**config.mk**
```make
export PLATFORM = sky130hd
export DESIGN_NAME = pdmc_top
export DESIGN_NICKNAME = d
export VERILOG_FILES = /design/src/design/pdmc_pkg.sv /design/src/design/pdmc_sync.sv /design/src/design/pdmc_axil.sv /design/src/design/pdmc_top.sv
export SDC_FILE = /design/constraint.sdc
export NUM_CORES = 1
export LEC_CHECK = 0
export BUFFER_PORTS_ARGS = -buffer_cell sky130_fd_sc_hd__buf_2
export CAP_MARGIN = 10
export CORE_ASPECT_RATIO = 1.25
export CORE_MARGIN = 2
export CORE_UTILIZATION = 60
export DETAILED_ROUTE_END_ITERATION = 6
export MAX_ROUTING_LAYER = met4
export PLACE_DENSITY = 0.84
export SETUP_SLACK_MARGIN = 0.1
export SLEW_MARGIN = 20
export SYNTH_ARGS = -nofsm -noshare
export SYNTH_HDL_FRONTEND = slang
export SYNTH_SLANG_ARGS = --single-unit
```
**constraint.sdc**
```tcl
create_clock -name clock_i -period 4.73 [get_ports clock_i]
set_clock_uncertainty 0.1 [all_clocks]
set_input_delay 0.2365 -clock clock_i [delete_from_list [all_inputs] [get_ports clock_i]]
set_output_delay 0.2365 -clock clock_i [all_outputs]
set_load 0.01 [all_outputs]
```
**src/design/pdmc_pkg.sv**
```systemverilog
package pdmc_pkg;
   localparam int unsigned PDMC_CLK_HZ = 100_000_000;
   localparam int unsigned PDMC_ADDR_W = 4;
   // byte offsets of the register words
   localparam logic [3:0] PDMC_OFS_CSW = 4'h0;
   localparam logic [3:0] PDMC_OFS_IEW = 4'h4;
   localparam logic [3:0] PDMC_OFS_STAT = 4'h8;
   localparam logic [3:0] PDMC_OFS_CFG = 4'hC;
   // control status word fields; the nonmaskable enable bit indexes iew, not this word
   localparam int unsigned PDMC_PDS_LSB = 10;
   localparam int unsigned PDMC_PDS_W = 6;
   localparam int unsigned PDMC_GLB_EN_BIT = 0;
   localparam int unsigned PDMC_NMI_EN_BIT = 1;
   localparam logic [5:0] PDMC_PDS_NONE = 6'h00;
   localparam logic [5:0] PDMC_PDS_LIGHT_EN = 6'h09;
   localparam logic [5:0] PDMC_PDS_LIGHT_ANY = 6'h11;
   localparam logic [5:0] PDMC_PDS_HALT = 6'h1A;
   localparam logic [5:0] PDMC_PDS_PLLSTOP = 6'h1C;
   localparam logic [31:0] PDMC_CSW_RST = 32'h0000_0000;
   localparam logic [31:0] PDMC_CSW_WMASK = 32'h0000_FC03;
   localparam logic [1:0] PDMC_RESP_OK = 2'h0;
   localparam logic [1:0] PDMC_RESP_SLVERR = 2'h2;
   // light sleep takes effect this many cycles after the write
   localparam logic [3:0] PDMC_LIGHT_DLY = 4'h8;
   // pll lock: typical 75 us, worst case 150 % longer
   localparam int unsigned PDMC_LOCK_TYP_US = 75;
   localparam int unsigned PDMC_LOCK_PCT = 150;
   localparam int unsigned PDMC_LOCK_CYC =
      (PDMC_LOCK_TYP_US * (100 + PDMC_LOCK_PCT) / 100) * (PDMC_CLK_HZ / 1_000_000);
   typedef enum logic [2:0] {
      PDMC_RUN = 3'b000,
      PDMC_ARM = 3'b001,
      PDMC_LIGHT = 3'b010,
      PDMC_HALT = 3'b011,
      PDMC_PLLSTOP = 3'b100,
      PDMC_LOCK = 3'b101
   } pdmc_state_t;
endpackage

```
**src/design/pdmc_sync.sv**
```systemverilog
`timescale 1ns/1ps
module pdmc_sync
   import pdmc_pkg::*;
#(
   parameter int unsigned W = 1
) (
   input wire logic clock_i,
   input wire logic rst_n_i,
   input wire logic [W-1:0] async_i,
   output logic [W-1:0] level_o
);
   typedef struct packed {
      logic [W-1:0] s1;
      logic [W-1:0] s2;
      logic [W-1:0] s3;
      logic [W-1:0] lvl;
   } pdmc_sync_st_t;
   pdmc_sync_st_t q, d;
   always_comb begin
      d = q;
      d.s1 = async_i;
      d.s2 = q.s1;
      d.s3 = q.s2;
      // a change counts only once stages two and three agree
      for (int i = 0; i < W; i++) begin
         if (q.s2[i] == q.s3[i]) begin
            d.lvl[i] = q.s3[i];
         end
      end
   end
   always_ff @(posedge clock_i or negedge rst_n_i) begin
      if (!rst_n_i) begin
         q <= '0;
      end else begin
         q <= d;
      end
   end
   assign level_o = q.lvl;
endmodule

```
**src/design/pdmc_axil.sv**
```systemverilog
`timescale 1ns/1ps
module pdmc_axil
   import pdmc_pkg::*;
(
   input wire logic clock_i,
   input wire logic rst_n_i,
   input wire logic [PDMC_ADDR_W-1:0] awaddr_i,
   input wire logic awvalid_i,
   output logic awready_o,
   input wire logic [31:0] wdata_i,
   input wire logic [3:0] wstrb_i,
   input wire logic wvalid_i,
   output logic wready_o,
   output logic [1:0] bresp_o,
   output logic bvalid_o,
   input wire logic bready_i,
   input wire logic [PDMC_ADDR_W-1:0] araddr_i,
   input wire logic arvalid_i,
   output logic arready_o,
   output logic [31:0] rdata_o,
   output logic [1:0] rresp_o,
   output logic rvalid_o,
   input wire logic rready_i,
   output logic wr_o,
   output logic [PDMC_ADDR_W-1:0] wr_addr_o,
   output logic [31:0] wr_data_o,
   output logic [3:0] wr_strb_o,
   output logic [PDMC_ADDR_W-1:0] rd_addr_o,
   input wire logic [31:0] rd_data_i,
   input wire logic rd_ok_i,
   input wire logic wr_ok_i
);
   typedef struct packed {
      logic aw_h;
      logic w_h;
      logic [PDMC_ADDR_W-1:0] aw;
      logic [31:0] wd;
      logic [3:0] ws;
      logic bv;
      logic [1:0] br;
      logic rv;
      logic [31:0] rd;
      logic [1:0] rr;
   } pdmc_axil_st_t;
   pdmc_axil_st_t q, d;
   logic do_wr;
   always_comb begin
      d = q;
      if (awvalid_i && awready_o) begin
         d.aw_h = 1'b1;
         d.aw = awaddr_i;
      end
      if (wvalid_i && wready_o) begin
         d.w_h = 1'b1;
         d.wd = wdata_i;
         d.ws = wstrb_i;
      end
      do_wr = q.aw_h && q.w_h && !q.bv;
      if (do_wr) begin
         d.aw_h = 1'b0;
         d.w_h = 1'b0;
         d.bv = 1'b1;
         d.br = wr_ok_i ? PDMC_RESP_OK : PDMC_RESP_SLVERR;
      end
      if (q.bv && bready_i) begin
         d.bv = 1'b0;
      end
      if (arvalid_i && arready_o) begin
         d.rv = 1'b1;
         d.rd = rd_ok_i ? rd_data_i : 32'h0000_0000;
         d.rr = rd_ok_i ? PDMC_RESP_OK : PDMC_RESP_SLVERR;
      end else if (q.rv && rready_i) begin
         d.rv = 1'b0;
      end
   end
   always_ff @(posedge clock_i or negedge rst_n_i) begin
      if (!rst_n_i) begin
         q <= '0;
      end else begin
         q <= d;
      end
   end
   assign awready_o = !q.aw_h && !q.bv;
   assign wready_o = !q.w_h && !q.bv;
   assign arready_o = !q.rv;
   assign bvalid_o = q.bv;
   assign bresp_o = q.br;
   assign rvalid_o = q.rv;
   assign rdata_o = q.rd;
   assign rresp_o = q.rr;
   assign wr_o = do_wr;
   assign wr_addr_o = q.aw;
   assign wr_data_o = q.wd;
   assign wr_strb_o = q.ws;
   assign rd_addr_o = araddr_i;
endmodule

```
**src/design/pdmc_top.sv**
```systemverilog
// Behaviour
// - mode comes from bits 15..10 of control word; zero is run, codes not listed below reserved
// - light sleep takes effect eight to nine cycles after the write
// - code 001001 is light sleep woken by enabled interrupt; cpu clock gated
// - code 010001 is light sleep woken by any interrupt
// - wake by non-enabled interrupt resumes without service routine
// - wake by enabled interrupt runs the service routine first
// - service routine needs global and nonmaskable enables both set; code reads the nonmaskable one from iew bit 1
// - code 011010 stops the pll output clock, halting the chip
// - code 011100 stops the pll input clock
// - only device reset ends the two deep modes
// - deep modes preserve registers; functional outputs freeze
// - after reset from deepest mode wait for pll relock, 75 us +150 %
// - one-to-one mode bypasses pll; four-times mode uses pll
`timescale 1ns/1ps
module pdmc_top
   import pdmc_pkg::*;
#(
   parameter int unsigned LOCK_CYC = PDMC_LOCK_CYC,
   parameter int unsigned IRQ_W = 16
) (
   input wire logic clock_i,
   input wire logic rst_n_i,
   input wire logic [PDMC_ADDR_W-1:0] s_axil_awaddr_i,
   input wire logic s_axil_awvalid_i,
   output logic s_axil_awready_o,
   input wire logic [31:0] s_axil_wdata_i,
   input wire logic [3:0] s_axil_wstrb_i,
   input wire logic s_axil_wvalid_i,
   output logic s_axil_wready_o,
   output logic [1:0] s_axil_bresp_o,
   output logic s_axil_bvalid_o,
   input wire logic s_axil_bready_i,
   input wire logic [PDMC_ADDR_W-1:0] s_axil_araddr_i,
   input wire logic s_axil_arvalid_i,
   output logic s_axil_arready_o,
   output logic [31:0] s_axil_rdata_o,
   output logic [1:0] s_axil_rresp_o,
   output logic s_axil_rvalid_o,
   input wire logic s_axil_rready_i,
   input wire logic [IRQ_W-1:0] irq_i,
   input wire logic pll_reset_wake_i,
   input wire logic clock_multiplier_select_i,
   input wire logic pll_locked_i,
   output logic cpu_clock_en_o,
   output logic dma_clock_en_o,
   output logic intr_logic_en_o,
   output logic pll_bypass_o,
   output logic pll_out_en_o,
   output logic pll_in_en_o,
   output logic io_freeze_o,
   output logic wake_isr_o,
   output logic wake_resume_o,
   output logic [2:0] mode_o
);
   typedef struct packed {
      pdmc_state_t st;
      logic [31:0] csw;
      logic [IRQ_W-1:0] iew;
      logic [3:0] dly;
      logic [31:0] lock_cnt;
      logic isr;
      logic resume;
      logic pll_wait;
      logic strap_done;
      logic x1;
      logic [5:0] armed;
   } pdmc_st_t;
   pdmc_st_t q, d;
   logic [IRQ_W-1:0] irq_s;
   logic relock_s;
   logic wr;
   logic [PDMC_ADDR_W-1:0] wr_addr, rd_addr;
   logic [31:0] wr_data, rd_data;
   logic [3:0] wr_strb;
   logic rd_ok, wr_ok;
   logic any_irq, en_irq, irq_gate;
   function automatic logic [31:0] strb_merge(input logic [31:0] old,
                                              input logic [31:0] nw,
                                              input logic [3:0] s);
      logic [31:0] r;
      r = old;
      for (int b = 0; b < 4; b++) begin
         if (s[b]) begin
            r[b*8 +: 8] = nw[b*8 +: 8];
         end
      end
      return r;
   endfunction
   function automatic logic known_addr(input logic [PDMC_ADDR_W-1:0] a);
      return (a == PDMC_OFS_CSW) || (a == PDMC_OFS_IEW) ||
             (a == PDMC_OFS_STAT) || (a == PDMC_OFS_CFG);
   endfunction
   pdmc_sync #(.W(IRQ_W)) u_irq_sync (
      .clock_i(clock_i),
      .rst_n_i(rst_n_i),
      .async_i(irq_i),
      .level_o(irq_s)
   );
   pdmc_sync #(.W(1)) u_wake_sync (
      .clock_i(clock_i),
      .rst_n_i(rst_n_i),
      .async_i(pll_reset_wake_i),
      .level_o(relock_s)
   );
   pdmc_axil u_axil (
      .clock_i(clock_i),
      .rst_n_i(rst_n_i),
      .awaddr_i(s_axil_awaddr_i),
      .awvalid_i(s_axil_awvalid_i),
      .awready_o(s_axil_awready_o),
      .wdata_i(s_axil_wdata_i),
      .wstrb_i(s_axil_wstrb_i),
      .wvalid_i(s_axil_wvalid_i),
      .wready_o(s_axil_wready_o),
      .bresp_o(s_axil_bresp_o),
      .bvalid_o(s_axil_bvalid_o),
      .bready_i(s_axil_bready_i),
      .araddr_i(s_axil_araddr_i),
      .arvalid_i(s_axil_arvalid_i),
      .arready_o(s_axil_arready_o),
      .rdata_o(s_axil_rdata_o),
      .rresp_o(s_axil_rresp_o),
      .rvalid_o(s_axil_rvalid_o),
      .rready_i(s_axil_rready_i),
      .wr_o(wr),
      .wr_addr_o(wr_addr),
      .wr_data_o(wr_data),
      .wr_strb_o(wr_strb),
      .rd_addr_o(rd_addr),
      .rd_data_i(rd_data),
      .rd_ok_i(rd_ok),
      .wr_ok_i(wr_ok)
   );
   assign any_irq = |irq_s;
   assign en_irq = |(irq_s & q.iew);
   assign irq_gate = q.csw[PDMC_GLB_EN_BIT] && q.iew[PDMC_NMI_EN_BIT];
   assign rd_ok = known_addr(rd_addr);
   assign wr_ok = known_addr(wr_addr);
   always_comb begin
      case (rd_addr)
         PDMC_OFS_CSW: rd_data = q.csw;
         PDMC_OFS_IEW: rd_data = 32'(q.iew);
         PDMC_OFS_STAT: rd_data = {26'h0, q.resume, q.isr, q.x1, q.st};
         PDMC_OFS_CFG: rd_data = 32'(q.pll_wait);
         default: rd_data = 32'h0000_0000;
      endcase
   end
   always_comb begin
      d = q;
      // strap caught once after reset release, never under reset
      if (!q.strap_done) begin
         d.strap_done = 1'b1;
         d.x1 = clock_multiplier_select_i;
      end
      d.isr = 1'b0;
      d.resume = 1'b0;
      // registers are writable only in the run state, not while a mode change is armed
      if (wr && (q.st == PDMC_RUN)) begin
         if (wr_addr == PDMC_OFS_CSW) begin
            // whole field taken from one write; bit 15 kept as written
            d.csw = strb_merge(q.csw, wr_data, wr_strb) & PDMC_CSW_WMASK;
            d.armed = d.csw[PDMC_PDS_LSB +: PDMC_PDS_W];
            d.dly = PDMC_LIGHT_DLY;
            d.st = PDMC_ARM;
         end else if (wr_addr == PDMC_OFS_IEW) begin
            d.iew = IRQ_W'(strb_merge(32'(q.iew), wr_data, wr_strb));
         end
      end
      case (q.st)
         PDMC_RUN: begin
         end
         PDMC_ARM: begin
            // reserved codes and run code fall back to run
            if (q.dly == 4'h1) begin
               case (q.armed)
                  PDMC_PDS_LIGHT_EN, PDMC_PDS_LIGHT_ANY: d.st = PDMC_LIGHT;
                  PDMC_PDS_HALT: d.st = PDMC_HALT;
                  PDMC_PDS_PLLSTOP: d.st = PDMC_PLLSTOP;
                  default: d.st = PDMC_RUN;
               endcase
            end else begin
               d.dly = q.dly - 4'h1;
            end
         end
         PDMC_LIGHT: begin
            if (en_irq) begin
               d.st = PDMC_RUN;
               d.isr = irq_gate;
               d.resume = !irq_gate;
            end else if (any_irq && q.armed == PDMC_PDS_LIGHT_ANY) begin
               d.st = PDMC_RUN;
               d.resume = 1'b1;
            end
         end
         // deep modes: nothing but reset leaves them
         PDMC_HALT: begin
         end
         PDMC_PLLSTOP: begin
         end
         PDMC_LOCK: begin
            if (q.lock_cnt != 32'h0000_0000) begin
               d.lock_cnt = q.lock_cnt - 32'h0000_0001;
            end else if (pll_locked_i) begin
               d.st = PDMC_RUN;
               d.pll_wait = 1'b0;
            end
         end
         default: d.st = PDMC_RUN;
      endcase
      // a reset that ends the deepest mode asks for relock before running
      if (q.strap_done && relock_s && !q.x1 && q.st == PDMC_RUN
          && !q.pll_wait && q.csw == PDMC_CSW_RST) begin
         d.st = PDMC_LOCK;
         d.pll_wait = 1'b1;
         d.lock_cnt = 32'(LOCK_CYC);
      end
   end
   always_ff @(posedge clock_i or negedge rst_n_i) begin
      if (!rst_n_i) begin
         q <= '0;
      end else begin
         q <= d;
      end
   end
   assign cpu_clock_en_o = (q.st == PDMC_RUN) || (q.st == PDMC_ARM);
   assign dma_clock_en_o = (q.st != PDMC_HALT) && (q.st != PDMC_PLLSTOP)
                           && (q.st != PDMC_LOCK);
   assign intr_logic_en_o = dma_clock_en_o;
   assign pll_bypass_o = q.x1;
   assign pll_out_en_o = (q.st != PDMC_HALT) && (q.st != PDMC_PLLSTOP)
                         && !q.x1;
   assign pll_in_en_o = (q.st != PDMC_PLLSTOP);
   assign io_freeze_o = (q.st == PDMC_HALT) || (q.st == PDMC_PLLSTOP);
   assign wake_isr_o = q.isr;
   assign wake_resume_o = q.resume;
   assign mode_o = q.st;

   light_delay_a: assert property (@(posedge clock_i) disable iff (!rst_n_i)
      wr && q.st == PDMC_RUN && wr_addr == PDMC_OFS_CSW
      && wr_data[PDMC_PDS_LSB +: PDMC_PDS_W] == PDMC_PDS_LIGHT_EN
      && (&wr_strb) |-> ##9 (q.st == PDMC_LIGHT))
      else $error("light sleep not entered on time");
   deep_stays_a: assert property (@(posedge clock_i) disable iff (!rst_n_i)
      (q.st == PDMC_HALT) |=> (q.st == PDMC_HALT))
      else $error("halt mode left without reset");
   pllstop_stays_a: assert property (@(posedge clock_i) disable iff (!rst_n_i)
      (q.st == PDMC_PLLSTOP) |=> (q.st == PDMC_PLLSTOP && !pll_in_en_o))
      else $error("pll input stop left without reset");
   isr_gate_a: assert property (@(posedge clock_i) disable iff (!rst_n_i)
      wake_isr_o |-> $past(irq_gate) && $past(q.st) == PDMC_LIGHT)
      else $error("service routine without enables");
   cpu_gate_a: assert property (@(posedge clock_i) disable iff (!rst_n_i)
      (q.st == PDMC_LIGHT) |-> !cpu_clock_en_o && dma_clock_en_o)
      else $error("light sleep clock gating wrong");
   freeze_out_a: assert property (@(posedge clock_i) disable iff (!rst_n_i)
      (q.st == PDMC_HALT) |-> io_freeze_o && !pll_out_en_o)
      else $error("halt mode does not freeze");
   any_wake_a: assert property (@(posedge clock_i) disable iff (!rst_n_i)
      q.st == PDMC_LIGHT && q.armed == PDMC_PDS_LIGHT_ANY && any_irq
      |=> q.st == PDMC_RUN && (wake_isr_o || wake_resume_o))
      else $error("any interrupt did not wake");
   en_only_a: assert property (@(posedge clock_i) disable iff (!rst_n_i)
      q.st == PDMC_LIGHT && q.armed == PDMC_PDS_LIGHT_EN && !en_irq
      |=> q.st == PDMC_LIGHT)
      else $error("woke on non-enabled interrupt");
   lock_wait_a: assert property (@(posedge clock_i) disable iff (!rst_n_i)
      $rose(q.pll_wait) |-> ##1 (q.st == PDMC_LOCK)[*4])
      else $error("relock wait cut short");
   cv_light_c: cover property (@(posedge clock_i) disable iff (!rst_n_i)
      q.st == PDMC_LIGHT ##1 wake_isr_o);
   cv_resume_c: cover property (@(posedge clock_i) disable iff (!rst_n_i)
      wake_resume_o);
   cv_halt_c: cover property (@(posedge clock_i) disable iff (!rst_n_i)
      q.st == PDMC_HALT);
   cv_lock_c: cover property (@(posedge clock_i) disable iff (!rst_n_i)
      q.st == PDMC_LOCK ##1 q.st == PDMC_RUN);
endmodule

```
==> impl_metrics.yaml, run 1 <==
outcome:
  status: "complete, no violations"
global_route:
  grt_pass1_wl_mm: 27.0
  grt_pass1_vias: 5354
  antenna_found_initial: 0
  gr-total-overflow: 0
  grt_max_degree: 97
  grt_usage_pct: 26.9
route:
  finalWirelength_mm: 16.5
  first_pass_iters: 5
  drtIter0Drc: 355
  post_drt_wl_per_cell_microns: 18.6
  remaining_drc_errors: 0
  final_antenna_net_count: 0
  viasPerCell: 5.92
  num_vias: 5270
sta:
  finalCritPeriodShare_pct: 64.3
  post-route-min-period_ns: 3.04
  worst_slew_pin_slew_ns: 1.00
  hold_viol: 0
  max_freq_ghz: 0.329
  fin_ws_ns: 1.69
  setup_violations: 0
  timing.hold.ws_ns: 0.0378
  fin_setup_tns_ns: 0
  maxSlewViolCount: 0
  rsz0062_at_grt: "no"
  max_slew_margin_pct: 33.2
critical_path:
  end_kind: "flip-flop"
  cp_max_fo: 18
  crit_chain: "or4_1 -> or4_4 -> nor4_4 -> buf_4 -> nor4_1 -> or3_1"
  cp_data_arrival_time_ns: 3.25
  path_class: "flip-flop to flip-flop"
  cp-start-kind: "flip-flop"
  cp.required_ns: 4.94
  slowest_stage: "nor4_4"
  max_stage_delay_ns: 0.61
synth:
  synthCells: 601
  netlist_top_cells_area: "dfrtp_1, mux2_2, buf_4, mux2i_1, maj3_1"
  syn_area_per_cell_sq_um: 12.5
  synth_edf_count: 0
  yosys_warnings: 0
  ys.flop_type: "dfrtp_1"
  async_flop_share_pct: 100
  synth_largest_area_cell: "dfrtp_1"
  netlist.area_leader.share_pct: 59.9
  netlist_area_sq_mm: 0.00751
  ys_seq_area_share_pct: 59.9
  synth_cell_types: 57
  synth-seq-cells: 180
power:
  seq_power_share_pct: 47.2
  pwr-share-clk_pct: 27.9
  p_switching_w: 0.00169
  p_int_w: 0.00321
  peakVddDrop_v: 0.000299
  p_leak_nw: 4.01
  combPwrFrac_pct: 24.9
  p_per_area_mw_per_mm2: 550
  p_sw_share_pct: 34.5
floorplan:
  io_pins: 123
  initial_core_util_pct: 61.8
  core-area_sq_mm: 0.0122
  die_x_microns: 104
  die_h_microns: 129
  core.rowCount: 45
  die-area_sq_mm: 0.0134
finish:
  fin_util_pct: 73.2
  nFillCells: 801
  synthToLayoutAreaGrowth_pct: 18.5
  layout.nets: 787
  diodes: 0
  drive_gt1_share_pct: 24.4
placement:
  gp_congestion: 0.883
  post-place-ws_ns: 1.75
  port_buffers: 86
  hpwl_mm: 11.0
clock_tree:
  clkSinkCount: 180
  path_clk_slew_ns: 0.07
  cts_tree: "done"
  cts_max_level: 4
  cts_resized: 0
  cts_max_path_buffers: 2
  cts_buffers: 17
  cts_setup_buffers: 0
  clock_latency_ns: 0.43
  cts_root_buf: "clkbuf_16"
worst_hold_path:
  hp-class: "input pin to flip-flop"
run:
  drv_cap: 0
[through the flow]
stage | cell area [sq um] | total power [W] | cells
floorplan | 7580 | 0.00310 | 618
global placement | 7870 | 0.00340 | 813
detailed placement | 7870 | 0.00349 | 813
CTS | 8900 | 0.00489 | 889
global route | 8910 | 0.00517 | 890
finish | 8910 | 0.00490 | 890
[synth_stat cells, types with 5 or more instances]
| master | count |
|---|---|
| nor3_1 | 18 |
| a22o_1 | 5 |
| dfrtp_1 | 180 |
| nand2_1 | 41 |
| nor2b_1 | 5 |
| mux2_2 | 47 |
| buf_4 | 42 |
| o31ai_1 | 9 |
| inv_1 | 7 |
| nor2_1 | 17 |
| mux2i_1 | 18 |
| nand4_1 | 8 |
| a21oi_1 | 13 |
| clkbuf_1 | 14 |
| nand4b_1 | 6 |
| a32o_1 | 5 |
| nand3_1 | 11 |
| nor4_1 | 18 |
| or3_1 | 9 |
| maj3_1 | 17 |
| o21ai_0 | 19 |
| or4_1 | 13 |
[kinds of logic (layout without fill, tap and decap cells)]
family / Yosys count / after routing / synth area share (%)
xor+xnor: 1 / 1 / 0.117
mux: 66 / 66 / 9.74
simple gates: 180 / 180 / 13.9
fa+ha+maj: 21 / 21 / 2.93
buf+inv: 66 / 174 / 5.43
flops: 180 / 180 / 59.9
other cells: 2 / 19 / 0.0999
compound gates: 85 / 85 / 7.88
[layout make-up]
type                       instances  area [sq um]  area share [%]
tap                              164           205            2.30
clock buffer                      18           429            4.82
clock inverter                    14           158            1.77
sequential                       180          4500            50.6
timing repair buffer             135           918            10.3
multi-input combinational        372          2670            29.9
inverter                           7          26.3           0.295
[worst max-delay path: cells and delay by family (launching register included)]
kind / cells / cell delay, ns
buffers and inverters: 1 / 0.34
DFF: 1 / 0.43
and+or+nand+nor: 5 / 2.05
[cell usage in the layout, fill, tap and decap left out, drive strengths merged, types with 4 or more instances in the layout]
master and count:
a21oi 13, a221oi 4, a22o 5, a22oi 4
a31oi 4, a32o 5, and4 4, buf 91
clkbuf 18, conb 19, dfrtp 180, dlygate4sd3 44
ha 4, inv 16, maj3 17, mux2 47
mux2i 18, nand2 41, nand2b 4, nand3 11
nand3b 4, nand4 8, nand4b 6, nor2 17
nor2b 5, nor3 18, nor4 20, o211ai 4
o21ai 19, o311ai 4, o31ai 9, o41ai 4
or2 4, or3 9, or4 14
[final timing paths]
path                                            startpoint                             to  slack (ns)  cells past startpoint
worst min-delay path                    s_axil_araddr_i[0]  u_axil.rresp_o[1]$_DFFE_PN0P_        0.04                      3
worst min register to register  u_irq_sync.d[35]$_DFF_PN0_     u_irq_sync.d[19]$_DFF_PN0_        0.25                      0
worst max register to register           q[37]$_DFFE_PN0P_              q[22]$_DFFE_PN0P_        1.69                      6
max in group asynchronous                          rst_n_i     u_irq_sync.q[31]$_DFF_PN0_        3.07                      3
min in group asynchronous                          rst_n_i              q[54]$_DFFE_PN0P_        0.36                      2
worst max-delay path                     q[37]$_DFFE_PN0P_              q[22]$_DFFE_PN0P_        1.69                      6
[layer usage]
| layer | vias up | global-route usage [%] | part of all wire, % | routed length [microns] |
|---|---|---|---|---|
| li1 | 2398 | - | - | - |
| met1 | 2643 | 30.1 | 39 | 6410 |
| met2 | 192 | 47.6 | 54 | 8990 |
| met3 | 37 | 5.58 | 4.4 | 729 |
| met4 | 0 | 11.0 | 2.3 | 375 |
| met5 | - | - | 0 | 0 |
[power by group through the flow]
stage | Clock, W | Combinational [W] | Sequential [W]
2_1_floorplan | 0 | 0.000933 | 0.00217
3_3_place_gp | 0 | 0.00111 | 0.00229
3_5_place_dp | 0 | 0.00117 | 0.00232
4_1_cts | 0.00138 | 0.00121 | 0.00229
5_1_grt | 0.00146 | 0.00135 | 0.00236
6_report | 0.00137 | 0.00122 | 0.00231
[timing repair]
action | 4_1_cts | 5_1_grt
hold buffers | 44 | 0
setup endpoints to repair | 0 | 0
endpoints found under the hold margin | 137 | 0
[flip-flops by register name, summed over array words and instances, names as in the netlist, 2 cells and up, named ones only]
| signal | flops |
|---|---|
| u_axil.q | 2 |
| u_axil.rdata_o | 16 |
| u_irq_sync.d | 32 |
| mode_o | 3 |
| q | 55 |
| u_axil.wr_strb_o | 2 |
| u_irq_sync.level_o | 16 |
| u_axil.wr_addr_o | 4 |
| u_axil.wr_data_o | 16 |
| u_wake_sync.d | 2 |
| u_irq_sync.q | 16 |
Power figures use the tool's default switching activity.
==> run 2: changes to the inputs <==
--- a/config.mk
+++ b/config.mk
@@ -9,10 +9,10 @@
 export CAP_MARGIN = 10
 export CORE_ASPECT_RATIO = 1.25
 export CORE_MARGIN = 2
-export CORE_UTILIZATION = 60
+export CORE_UTILIZATION = 56
 export DETAILED_ROUTE_END_ITERATION = 6
 export MAX_ROUTING_LAYER = met4
-export PLACE_DENSITY = 0.84
+export PLACE_DENSITY = 0.79
 export SETUP_SLACK_MARGIN = 0.1
 export SLEW_MARGIN = 20
 export SYNTH_ARGS = -nofsm -noshare
==> constraint.sdc (replaced) <==
create_clock -name clock_i -period 2.95 [get_ports clock_i]
set_clock_uncertainty 0.1 [all_clocks]
set_input_delay 0.1475 -clock clock_i [delete_from_list [all_inputs] [get_ports clock_i]]
set_output_delay 0.1475 -clock clock_i [all_outputs]
set_load 0.01 [all_outputs]
==> run 2 against run 1 <==
Compared with the run above: power rose by 62%; critical path depth shrank 1; die area is 6.9% higher; cell count increased by 2.0%; critical endpoint is now q[13]$_DFFE_PN0P_.
==> impl_metrics.yaml, run 2 (synthesis gave the netlist of run 1 again) <==
outcome:
  status: "complete, no violations"
power:
  peakVddDrop_v: 0.000672
  combPwrFrac_pct: 25.5
  p_per_area_mw_per_mm2: 878
  p_switching_w: 0.00272
  power.total_w: 0.00793
  p_int_w: 0.00521
  seq_power_share_pct: 46.5
  pwr-share-clk_pct: 28.0
  p_sw_share_pct: 34.3
  p_leak_nw: 4.08
global_route:
  grt_max_degree: 63
  grt_usage_pct: 24.8
  grt_pass1_wl_mm: 26.6
  grt_pass1_vias: 5394
  gr-total-overflow: 0
  antenna_found_initial: 1
floorplan:
  die-area_sq_mm: 0.0144
  die_h_microns: 134
  die_x_microns: 108
  core.rowCount: 47
  initial_core_util_pct: 57.0
  core-area_sq_mm: 0.0132
  io_pins: 123
route:
  drtIter0Drc: 375
  finalWirelength_mm: 16.4
  post_drt_wl_per_cell_microns: 18.1
  remaining_drc_errors: 0
  viasPerCell: 5.81
  first_pass_iters: 5
  final_antenna_net_count: 0
  num_vias: 5280
finish:
  final_cell_mix: "dfrtp_1, buf_2, mux2_2"
  layout_commonest_cell: "dfrtp_1"
  top_register: "q"
  layout.nets: 797
  synthToLayoutAreaGrowth_pct: 20.2
  final_cells: 908
  drive_gt1_share_pct: 25.1
  largest_reg_flops: 55
sta:
  setup_violations: 0
  finalCritPeriodShare_pct: 93.6
  hold_viol: 0
  timing.hold.ws_ns: 0.0148
  post-route-min-period_ns: 2.76
  max_freq_ghz: 0.362
  max_slew_margin_pct: 52.6
  fin_setup_tns_ns: 0
  rsz0062_at_grt: "no"
  maxSlewViolCount: 0
  worst_slew_pin_slew_ns: 0.710
placement:
  dp_cells: 829
  gp_congestion: 0.871
  hpwl_mm: 11.3
  port_buffers: 86
clock_tree:
  cts_buffers: 17
  cts_tree: "done"
  cts_root_buf: "clkbuf_16"
  path_clk_slew_ns: 0.07
  clkSinkCount: 180
  cts_max_path_buffers: 2
  cts_max_level: 4
  clock_latency_ns: 0.44
critical_path:
  path_class: "flip-flop to flip-flop"
  cp-start-kind: "flip-flop"
  cp.required_ns: 3.15
  end_kind: "flip-flop"
  cp_max_fo: 7
  cp_data_arrival_time_ns: 2.96
run:
  drv_cap: 0
worst_hold_path:
  hp-class: "input pin to flip-flop"
## run 2: cell count changes in the layout (fill, tap and decap cells not counted), sizes merged
cell and delta:
inv +1, buf +8, dlygate4sd3 +2, clkinv +1, diode +1, clkinvlp -2
## run 2: path summary, 6_finish.rpt
check | from | to | slack (ns) | cells after the start
setup reg to reg | q[38]$_DFFE_PN0P_ | q[13]$_DFFE_PN0P_ | 0.19 | 5
max in group asynchronous | rst_n_i | u_axil.wr_addr_o[3]$_DFFE_PN0P_ | 1.84 | 3
hold / removal | s_axil_awvalid_i | u_axil.q[79]$_DFFE_PN0P_ | 0.01 | 3
hold reg to reg | u_irq_sync.d[38]$_DFF_PN0_ | u_irq_sync.d[22]$_DFF_PN0_ | 0.25 | 0
setup / recovery | q[38]$_DFFE_PN0P_ | q[13]$_DFFE_PN0P_ | 0.19 | 5
min in group asynchronous | rst_n_i | q[51]$_DFFE_PN0P_ | 0.17 | 2
## run 2: critical path, stage by stage, from the launching register on
cell and delay (ns):
dfrtp_1 0.42, or4_1 0.56, or4_4 0.47, or4_1 0.65, a311oi_1 0.34, a31oi_1 0.08
## run 2: area by class of cell
class                      instances  area (sq um)
antenna                            1          2.50
clock buffer                      18           429
clock inverter                    14           170
fill                             947          4140
inverter                           7          26.3
multi-input combinational        372          2670
sequential                       180          4500
tap                              171           214
timing repair buffer             145          1020
## run 2: what timing repair did
action | CTS | global route
buffers inserted | 0 | 0
hold endpoints to repair | 106 | 0
hold buffers | 46 | 0
gates resized for setup | 0 | 0
## run 2: stage by stage
step                setup slack, ns  instance area (sq um)  utilization, %
floorplan                     0.425                   7580               -
global placement              0.324                   7970            60.5
detailed placement            0.248                   7970            60.5
CTS                           0.220                   9030            68.6
global route                  0.110                   9030            68.6
finish                        0.189                   9030            68.6
## run 2: layer usage
metal  GRT usage [%]  part of all wire [%]
met1            28.7                    40
met5               -                     0
met4            10.5                   3.0
met2            41.9                    53
met3            5.09                   4.0
## run 2: power groups by stage
stage / clock network [W] / registers (W) / logic (W)
floorplan: 0 / 0.00348 / 0.00150
global placement: 0 / 0.00366 / 0.00186
detailed placement: 0 / 0.00371 / 0.00196
CTS: 0.00226 / 0.00367 / 0.00203
global route: 0.00238 / 0.00376 / 0.00222
finish: 0.00222 / 0.00369 / 0.00202
